--- src/drum_pkg.sv ---
// Constants, register map and bus carriers for the step sequencer
package drum_pkg;
  localparam int CLK_NS      = 25;
  localparam int TICK_NS     = 10_000_000;  // 0.01 s count tick
  localparam int SCAN_NS     = 1_000_000;   // Controller scan period
  localparam int TICK_CYCLES = TICK_NS / CLK_NS;
  localparam int SCAN_CYCLES = SCAN_NS / CLK_NS;

  localparam int NSTEP = 16;
  localparam int NOUT  = 16;
  localparam logic [13:0] MAX4D = 14'h270f;  // 9999

  // Register byte offsets
  localparam logic [7:0] OFF_CTRL   = 8'h00;
  localparam logic [7:0] OFF_TBASE  = 8'h04;
  localparam logic [7:0] OFF_PRESET = 8'h08;
  localparam logic [7:0] OFF_LAST   = 8'h0c;
  localparam logic [7:0] OFF_MASK   = 8'h10;
  localparam logic [7:0] OFF_STAT   = 8'h14;
  localparam logic [7:0] OFF_OUTS   = 8'h18;
  localparam logic [7:0] OFF_SCNT   = 8'h20;
  localparam logic [7:0] OFF_CTMR   = 8'h24;
  localparam logic [7:0] OFF_PSTEP  = 8'h28;
  localparam logic [7:0] OFF_CSTEP  = 8'h2c;
  localparam logic [1:0] TBL_PAT    = 2'h1;  // 0x40..0x7c
  localparam logic [1:0] TBL_CNT    = 2'h2;  // 0x80..0xbc
  localparam logic [1:0] TBL_EVC    = 2'h3;  // 0xc0..0xfc

  // Control fields
  localparam int CTL_RUN    = 0;
  localparam int CTL_START  = 1;
  localparam int CTL_JOG    = 2;
  localparam int CTL_RESET  = 3;
  localparam int CTL_NONRET = 4;
  localparam int CTL_VAR    = 8;  // two bits
  // Step event config fields
  localparam int EVC_SEL = 0;  // four bits
  localparam int EVC_TM  = 4;
  localparam int EVC_EV  = 5;

  // Reset values
  localparam logic [13:0] RST_TBASE  = 14'h0001;
  localparam logic [4:0]  RST_PRESET = 5'h01;
  localparam logic [4:0]  RST_LAST   = 5'h10;
  localparam logic [15:0] RST_MASK   = 16'hffff;
  localparam logic [5:0]  RST_EVC    = 6'h10;  // Timer only

  localparam logic [1:0] RESP_OKAY   = 2'h0;
  localparam logic [1:0] RESP_SLVERR = 2'h2;

  typedef enum logic [1:0] {
    VAR_TIMED, VAR_TIME_EVENT, VAR_MASK_BIT, VAR_MASK_WORD
  } variant_t;

  typedef struct packed {
    logic        awvalid;
    logic [31:0] awaddr;
    logic        wvalid;
    logic [31:0] wdata;
    logic [3:0]  wstrb;
    logic        bready;
    logic        arvalid;
    logic [31:0] araddr;
    logic        rready;
  } axil_req_t;

  typedef struct packed {
    logic        awready;
    logic        wready;
    logic        bvalid;
    logic [1:0]  bresp;
    logic        arready;
    logic        rvalid;
    logic [31:0] rdata;
    logic [1:0]  rresp;
  } axil_rsp_t;
endpackage

--- src/drum_step_sequencer.sv ---
// Sixteen-step pattern sequencer with timer and event transitions
//
// The register offsets and the AXI4-Lite interface to the registers are this design's own decisions.
`timescale 1ns/100ps
module drum_step_sequencer #(
  parameter int TICK_CYCLES = drum_pkg::TICK_CYCLES,
  parameter int SCAN_CYCLES = drum_pkg::SCAN_CYCLES
) (
  input  wire logic                aclk,
  input  wire logic                aresetn,
  input  wire drum_pkg::axil_req_t axi_req,
  output drum_pkg::axil_rsp_t      axi_rsp,
  input  wire logic [15:0]         event_in,
  output logic [15:0]              pattern_out,
  output logic                     done_out
);

  typedef enum logic { SEQ_RUN, SEQ_DONE } seq_t;

  typedef struct packed {
    logic [31:0]       tick_cnt;
    logic [31:0]       scan_cnt;
    logic              tick_pend;
    logic [15:0]       ev_s1;
    logic [15:0]       ev_s2;
    logic [15:0]       ctrl;
    logic [13:0]       tbase;
    logic [4:0]        preset;
    logic [4:0]        last;
    logic [15:0]       mask;
    logic [15:0][15:0] pat;
    logic [15:0][13:0] cnt;
    logic [15:0][5:0]  evc;
    logic [15:0]       scnt;
    logic [15:0]       ctmr;
    logic [4:0]        cur;
    seq_t              seq;
    logic              run_prev;
    logic              jog_prev;
    logic [15:0]       outp;
    logic              aw_ok;
    logic [7:0]        awaddr;
    logic              aw_bad;
    logic              w_ok;
    logic [31:0]       wdata;
    logic [3:0]        wstrb;
    logic              bvalid;
    logic [1:0]        bresp;
    logic              rvalid;
    logic [31:0]       rdata;
    logic [1:0]        rresp;
  } state_t;

  state_t s_ff;
  state_t nxt_s;

  // Four-digit quantities saturate rather than wrap
  function automatic logic [13:0] clamp4d(input logic [31:0] v);
    clamp4d = (v > 32'(drum_pkg::MAX4D)) ? drum_pkg::MAX4D : v[13:0];
  endfunction

  function automatic logic [4:0] clamp_step(input logic [31:0] v);
    if (v == 32'h0)
      clamp_step = 5'h01;
    else if (v > 32'(drum_pkg::NSTEP))
      clamp_step = 5'h10;
    else
      clamp_step = v[4:0];
  endfunction

  function automatic logic [31:0] merge(input logic [31:0] old, input logic [31:0] wd,
                                        input logic [3:0] strb);
    merge = old;
    for (int i = 0; i < 4; i++) begin
      if (strb[i]) begin
        merge[8*i +: 8] = wd[8*i +: 8];
      end
    end
  endfunction

  // Masked variants gate the pattern; plain variants pass it whole
  function automatic logic [15:0] drive(input state_t st, input logic [4:0] step);
    logic [15:0] p;
    p = st.pat[4'(step - 5'h01)];
    if (st.ctrl[drum_pkg::CTL_VAR +: 2] == 2'(drum_pkg::VAR_MASK_BIT) ||
        st.ctrl[drum_pkg::CTL_VAR +: 2] == 2'(drum_pkg::VAR_MASK_WORD)) begin
      p = p & st.mask;
    end
    drive = st.ctrl[drum_pkg::CTL_RUN] ? p : 16'h0000;
  endfunction

  function automatic logic [33:0] rd(input state_t st, input logic [31:0] a);
    logic [31:0] d;
    logic        bad;
    d   = 32'h0;
    bad = 1'b0;
    if (a[31:8] != 24'h0) begin
      bad = 1'b1;
    end else if (a[7:6] == drum_pkg::TBL_PAT) begin
      d[15:0] = st.pat[a[5:2]];
    end else if (a[7:6] == drum_pkg::TBL_CNT) begin
      d[13:0] = st.cnt[a[5:2]];
    end else if (a[7:6] == drum_pkg::TBL_EVC) begin
      d[5:0] = st.evc[a[5:2]];
    end else begin
      unique case ({a[7:2], 2'b00})
        drum_pkg::OFF_CTRL:   d[15:0] = st.ctrl;
        drum_pkg::OFF_TBASE:  d[13:0] = st.tbase;
        drum_pkg::OFF_PRESET: d[4:0]  = st.preset;
        drum_pkg::OFF_LAST:   d[4:0]  = st.last;
        drum_pkg::OFF_MASK:   d[15:0] = st.mask;
        drum_pkg::OFF_STAT:   d[0]    = (st.seq == SEQ_DONE);
        drum_pkg::OFF_OUTS:   d[15:0] = st.outp;
        drum_pkg::OFF_SCNT:   d[15:0] = st.scnt;
        drum_pkg::OFF_CTMR:   d[15:0] = st.ctmr;
        drum_pkg::OFF_PSTEP:  d[4:0]  = st.preset;
        drum_pkg::OFF_CSTEP:  d[4:0]  = st.cur;
        default:              bad     = 1'b1;
      endcase
    end
    rd = {bad, 1'b0, d};
  endfunction

  logic        tick;
  logic        scan;
  logic        tickp;
  logic        adv;
  logic        ev;
  logic [5:0]  kind;
  logic [31:0] wv;
  logic [33:0] rres;
  logic [1:0]  var_sel;

  always_comb begin
    nxt_s   = s_ff;
    adv     = 1'b0;
    ev      = 1'b0;
    kind    = 6'h00;
    wv      = 32'h0;
    rres    = 34'h0;
    var_sel = s_ff.ctrl[drum_pkg::CTL_VAR +: 2];

    nxt_s.ev_s1 = event_in;
    nxt_s.ev_s2 = s_ff.ev_s1;

    // Time base and scan strobes
    tick = (s_ff.tick_cnt == 32'(TICK_CYCLES - 1));
    scan = (s_ff.scan_cnt == 32'(SCAN_CYCLES - 1));
    nxt_s.tick_cnt = tick ? 32'h0 : s_ff.tick_cnt + 32'h1;
    nxt_s.scan_cnt = scan ? 32'h0 : s_ff.scan_cnt + 32'h1;
    // A tick landing on the scan edge is consumed, not lost
    tickp = tick | s_ff.tick_pend;
    nxt_s.tick_pend = scan ? 1'b0 : tickp;

    // Write channel: address and data taken in either order
    if (axi_req.awvalid && !s_ff.aw_ok && !s_ff.bvalid) begin
      nxt_s.aw_ok  = 1'b1;
      nxt_s.awaddr = axi_req.awaddr[7:0];
      nxt_s.aw_bad = (axi_req.awaddr[31:8] != 24'h0);
    end
    if (axi_req.wvalid && !s_ff.w_ok && !s_ff.bvalid) begin
      nxt_s.w_ok  = 1'b1;
      nxt_s.wdata = axi_req.wdata;
      nxt_s.wstrb = axi_req.wstrb;
    end
    if (s_ff.bvalid && axi_req.bready) begin
      nxt_s.bvalid = 1'b0;
    end
    if (s_ff.aw_ok && s_ff.w_ok) begin
      nxt_s.aw_ok  = 1'b0;
      nxt_s.w_ok   = 1'b0;
      nxt_s.bvalid = 1'b1;
      rres = rd(s_ff, {24'h0, s_ff.awaddr});
      wv   = merge(rres[31:0], s_ff.wdata, s_ff.wstrb);
      nxt_s.bresp = (s_ff.aw_bad || rres[33]) ? drum_pkg::RESP_SLVERR : drum_pkg::RESP_OKAY;
      if (!s_ff.aw_bad) begin
        if (s_ff.awaddr[7:6] == drum_pkg::TBL_PAT) begin
          nxt_s.pat[s_ff.awaddr[5:2]] = wv[15:0];
        end else if (s_ff.awaddr[7:6] == drum_pkg::TBL_CNT) begin
          nxt_s.cnt[s_ff.awaddr[5:2]] = clamp4d(wv);
        end else if (s_ff.awaddr[7:6] == drum_pkg::TBL_EVC) begin
          nxt_s.evc[s_ff.awaddr[5:2]] = wv[5:0];
        end else begin
          unique case ({s_ff.awaddr[7:2], 2'b00})
            drum_pkg::OFF_CTRL:   nxt_s.ctrl   = {6'h00, wv[9:8], 3'h0, wv[4:0]};
            drum_pkg::OFF_TBASE:  nxt_s.tbase  = (wv == 32'h0) ? 14'h0001 : clamp4d(wv);
            drum_pkg::OFF_PRESET: nxt_s.preset = clamp_step(wv);
            drum_pkg::OFF_LAST:   nxt_s.last   = clamp_step(wv);
            drum_pkg::OFF_MASK:   nxt_s.mask   = wv[15:0];
            default:              nxt_s.mask   = s_ff.mask;
          endcase
        end
      end
    end

    // Read channel: one cycle from address to data
    if (s_ff.rvalid && axi_req.rready) begin
      nxt_s.rvalid = 1'b0;
    end
    if (axi_req.arvalid && !s_ff.rvalid) begin
      rres = rd(s_ff, axi_req.araddr);
      nxt_s.rvalid = 1'b1;
      nxt_s.rdata  = rres[31:0];
      nxt_s.rresp  = rres[33] ? drum_pkg::RESP_SLVERR : drum_pkg::RESP_OKAY;
    end

    // Sequencer, evaluated only on the scan strobe
    if (scan) begin
      nxt_s.run_prev = s_ff.ctrl[drum_pkg::CTL_RUN];
      nxt_s.jog_prev = s_ff.ctrl[drum_pkg::CTL_JOG];
      if (!s_ff.ctrl[drum_pkg::CTL_RUN]) begin
        nxt_s.seq = s_ff.seq;
      end else if (!s_ff.run_prev) begin
        // Retentive entry resumes where it stopped
        if (s_ff.ctrl[drum_pkg::CTL_NONRET]) begin
          nxt_s.scnt = 16'h0000;
          nxt_s.ctmr = 16'h0000;
          nxt_s.cur  = s_ff.preset;
          nxt_s.seq  = SEQ_RUN;
        end
      end else if (s_ff.ctrl[drum_pkg::CTL_RESET]) begin
        nxt_s.cur  = s_ff.preset;
        nxt_s.scnt = 16'h0000;
        nxt_s.ctmr = 16'h0000;
        nxt_s.seq  = SEQ_RUN;
      end else if (s_ff.seq == SEQ_RUN) begin
        if (s_ff.ctrl[drum_pkg::CTL_JOG] && !s_ff.jog_prev &&
            var_sel != 2'(drum_pkg::VAR_TIMED)) begin
          adv = 1'b1;
        end else if (s_ff.ctrl[drum_pkg::CTL_START]) begin
          kind = s_ff.evc[4'(s_ff.cur - 5'h01)];
          // No criteria, or the timed variant, falls back to timer only
          if (var_sel == 2'(drum_pkg::VAR_TIMED) ||
              !(kind[drum_pkg::EVC_TM] || kind[drum_pkg::EVC_EV])) begin
            kind = drum_pkg::RST_EVC;
          end
          ev = s_ff.ev_s2[kind[drum_pkg::EVC_SEL +: 4]];
          if (!kind[drum_pkg::EVC_EV] || ev) begin
            if (!kind[drum_pkg::EVC_TM]) begin
              adv = 1'b1;
            end else if (tickp) begin
              if (s_ff.ctmr + 16'h1 >= 16'(s_ff.tbase)) begin
                nxt_s.ctmr = 16'h0000;
                if (s_ff.scnt + 16'h1 >= 16'(s_ff.cnt[4'(s_ff.cur - 5'h01)])) begin
                  adv = 1'b1;
                end else begin
                  nxt_s.scnt = s_ff.scnt + 16'h1;
                end
              end else begin
                nxt_s.ctmr = s_ff.ctmr + 16'h1;
              end
            end
          end
        end
        if (adv) begin
          nxt_s.scnt = 16'h0000;
          nxt_s.ctmr = 16'h0000;
          if (s_ff.cur == s_ff.last || s_ff.cur == 5'(drum_pkg::NSTEP)) begin
            nxt_s.seq = SEQ_DONE;
          end else begin
            nxt_s.cur = s_ff.cur + 5'h01;
          end
        end
      end
    end

    // Pattern follows the new step in the same evaluation
    nxt_s.outp = drive(nxt_s, nxt_s.cur);

    axi_rsp.awready = !s_ff.aw_ok && !s_ff.bvalid;
    axi_rsp.wready  = !s_ff.w_ok && !s_ff.bvalid;
    axi_rsp.bvalid  = s_ff.bvalid;
    axi_rsp.bresp   = s_ff.bresp;
    axi_rsp.arready = !s_ff.rvalid;
    axi_rsp.rvalid  = s_ff.rvalid;
    axi_rsp.rdata   = s_ff.rdata;
    axi_rsp.rresp   = s_ff.rresp;
  end

  always_ff @(posedge aclk) begin
    if (!aresetn) begin
      s_ff        <= '0;
      s_ff.tbase  <= drum_pkg::RST_TBASE;
      s_ff.preset <= drum_pkg::RST_PRESET;
      s_ff.last   <= drum_pkg::RST_LAST;
      s_ff.mask   <= drum_pkg::RST_MASK;
      s_ff.evc    <= {drum_pkg::NSTEP{drum_pkg::RST_EVC}};
      s_ff.cur    <= drum_pkg::RST_PRESET;
      s_ff.seq    <= SEQ_RUN;
    end else begin
      s_ff <= nxt_s;
    end
  end

  assign pattern_out = s_ff.outp;
  assign done_out    = (s_ff.seq == SEQ_DONE);

endmodule // drum_step_sequencer

--- config.mk ---
export PLATFORM = sky130hd
export DESIGN_NAME = drum_step_sequencer
export DESIGN_NICKNAME = d
export VERILOG_FILES = /design/src/drum_pkg.sv /design/src/drum_step_sequencer.sv
export SDC_FILE = /design/constraint.sdc
export NUM_CORES = 2
export LEC_CHECK = 0
export BUFFER_PORTS_ARGS = -buffer_cell sky130_fd_sc_hd__buf_2
export CAP_MARGIN = 20
export CORE_MARGIN = 5
export CORE_UTILIZATION = 65
export DETAILED_ROUTE_END_ITERATION = 8
export PLACE_DENSITY = 0.81
export SETUP_SLACK_MARGIN = 0.05
export SLEW_MARGIN = 30
export SYNTH_ARGS = -nofsm -noshare
export SYNTH_HDL_FRONTEND = slang
export SYNTH_SLANG_ARGS = --single-unit
--- constraint.sdc ---
create_clock -name aclk -period 23 [get_ports aclk]
set_input_delay 6.9 -clock aclk [delete_from_list [all_inputs] [get_ports aclk]]
set_output_delay 6.9 -clock aclk [all_outputs]
set_load 0.02 [all_outputs]
==> metrics.cfg <==
[floorplan]
die-area_um2 = 79100
rows = 99
io_pins = 181
die_h_um = 281
start_util_pct = 65.5
coreArea_um2 = 73000
die_x_um = 281

[power]
max-vdd-ir-drop_mv = 0.0943
powerDensity_nw_per_um2 = 62.1
p_leak_nw = 17.8

[sta]
final_max_slew_viol_count = 0
final-setup-viol-count = 0
fin_tns_setup_ps = 0
rsz0062_at_grt = no
period_share_pct = 44.9
fin_crit_ps = 10320
finalHoldViolations = 0
max_freq_ghz = 0.0969
setup_ws_ps = 12680
max_slew_margin_pct = 31.5
tightest_slew_ps = 1030
skew_ps = 32.8

[finish]
area_growth_pct = 8.53
fin_util_pct = 71.1
fill_cells = 5163
nNetsFinal = 4959
drive_gt1_share_pct = 21.5
multi_input_area_um2 = 28900
seq_area_um2 = 16900

[synthesis]
synth_common_cells = dfxtp_1, nor2_1, nand2_1
syn_avg_cell_area_um2 = 9.76
synth_edf_count = 0
netlist.area_leader.share_pct = 35.2
synth-seq-cells = 841
ys_async_sr_fraction_pct = 0
synthTopCellsByArea = dfxtp_1, mux4_2, nor2_1
seq_area_frac_synth_pct = 35.2
syn_inst = 4899
syn_area_um2 = 47800
synth_most_common_cell = dfxtp_1
synth_top_flop_cell = dfxtp_1
synth_cell_types = 83
yosysTopAreaCell = dfxtp_1
yosysWarnings = 0

[critical_path]
crit_chain = buf_8, buf_6, buf_4, nand2b_1, nor2_2, a22o_1, a221oi_1, and3_1, a21oi_1, o21ai_0, a21oi_1
crit_path_start_kind = input port
cp.required_ps = 23570
reg2reg_slack_ps = 13070
crit_fanout = 70
cp_slowest_stage_delay_ps = 710
cpMostUsedCell = a21oi_1
reg2reg_to = pattern_out[13]
crit_family = buffers and inverters
worstSetupPathType = input port to flip-flop
r2r_start = s_ff[104]
r2r_cells = 24
crit_path_top_delay_cell = buf_4
cp.arrival_ps = 10900
cp_num_buf_inv = 3
crit_path_end_kind = flip-flop

[detailed_routing]
vias_per_cell = 7.22
drtIter0Drc = 6803
routed_wl_um = 165000
final_antenna_net_count = 0
post-route-drc-count = 10
vias = 42100
drt_first_pass_iters = 9
avgRoutedWirePerCell_um = 28.4

[global_routing]
antenna_found_initial = 7
grt_first_pass_wirelength_um = 245000
grt_max_degree = 148
track_usage_pct = 40.5
grt_overflow = 0
first_global_vias = 40200

[hold_path]
hold_path_end = s_ff[783]
whs_path_depth = 1
min-delay-start = nxt_s[783]
hp-class = flip-flop to flip-flop

[clock_tree]
cts_root_buffer = clkbuf_16
clk_pin_slew_ps = 60
clkLatencyLatePin_ps = 650
numCtsBuffers = 89
htree_num_levels = 3
cts_tree = yes
post_cts_resized = 0
cts_sinks = 841
postCtsSetupRepairBufs = 0
cts_hold_buf = 0
ctsLongestPathBuffers = 3

[outcome]
violations = design-rule violations
status = finished, violations left

[placed_design]
io_buffers = 158
routabilityCongestion = 1.05
dpl.hpwl_um = 107000
pre_cts_slack_ps = 11850

[flow_run]
cap_violations = 0

## where the power goes
group	internal [mW]	leakage, nW	switching (mW)	total (mW)
clock	0.846	1.46	0.626	1.47
sequential	1.47	6.79	0.0145	1.48
combinational	0.0784	9.57	0.192	0.271
total	2.39	17.8	0.833	3.22
## cell families after synthesis
kind of cell               after synthesis  share of synthesized area [%]
xor gates and xnor gates                89                           1.69
and+or+nand+nor                       1742                           16.1
other                                    1                        0.00784
DFF                                    841                           35.2
AOI/OAI and AO/OA                      884                           11.7
muxes                                  748                           29.2
buffers and inverters                  554                           4.98
adders and majority gates               40                           1.05
## through the flow
step	hold WS (ps)	total power [mW]	instance area, um^2	cells
floorplan	412	1.68	47900	4916
global placement	414	1.77	48900	5663
detailed placement	420	1.77	48900	5663
CTS	431	3.22	51900	5825
global route	445	3.29	51900	5826
finish	426	3.22	51900	5829
## layout make-up
class                   count  area share (%)
well taps                 959            2.31
diodes                      3          0.0145
clock buffers             113            4.72
repair buffers            283            3.43
flip-flops and latches    841            32.5
multi-input cells        3521            55.6
inverters                  60           0.453
clock inverters            49           0.967
## worst reg2reg max path, stage by stage (launching register included)
cell and delay (ps):
dfxtp_4 700, inv_1 240, ha_4 550, buf_4 830, mux4_2 630, mux4_2 530, ha_1 290, nand2b_1 140
a21o_1 180, a21o_1 190, a211o_1 280, a2111oi_0 470, o21ai_0 460, o2111ai_1 350, and2_1 340, o31ai_1 110
or2_1 480, inv_4 600, a31oi_1 190, buf_4 240, nor2_4 110, buf_4 630, mux4_1 500, mux4_2 510
a211oi_1 280
## metal layers
layer | vias up | track usage [%] | wire, um
met5 | - | 0.122 | 26
met4 | 4 | 24.4 | 12900
met3 | 842 | 14.3 | 25700
met2 | 3521 | 59.1 | 69800
met1 | 19900 | 52.0 | 57100
li1 | 17700 | - | -
## worst max-delay path by stage
stage / start / end / slack (ps) / cells after the start
2_1_floorplan: axi_req[4] / axi_rsp[4] / 13330 / 10
3_3_place_gp: axi_req[3] / axi_rsp[6] / 11580 / 11
3_5_place_dp: axi_req[3] / axi_rsp[6] / 11850 / 9
4_1_cts: axi_req[3] / axi_rsp[6] / 12510 / 11
5_1_grt: axi_req[3] / axi_rsp[6] / 12450 / 11
6_report: axi_req[3] / axi_rsp[6] / 12680 / 11
## cells in the final DEF (no fill, tap or decap), types with 11 or more instances in the layout
cell	count
nand3b_1	12
nor2_2	22
xnor2_1	43
a22oi_1	59
a211oi_1	190
clkinv_2	26
or3_1	14
conb_1	18
nand2_1	571
ha_1	39
o21ai_0	120
xor2_1	43
dfxtp_1	836
clkbuf_16	90
buf_4	122
buf_2	154
o211ai_1	16
mux2_2	21
nand2b_1	17
mux2i_1	210
clkbuf_8	11
and3_1	33
a21o_1	11
a221oi_1	21
a22o_1	11
and2_1	142
nand3_1	80
inv_1	55
a222oi_1	24
nor2b_1	23
mux4_2	510
nor4_1	33
nor3_1	48
a31oi_1	21
nor2_1	661
clkbuf_1	12
a21oi_1	337
nand4_1	28
Power figures use the tool's default switching activity.
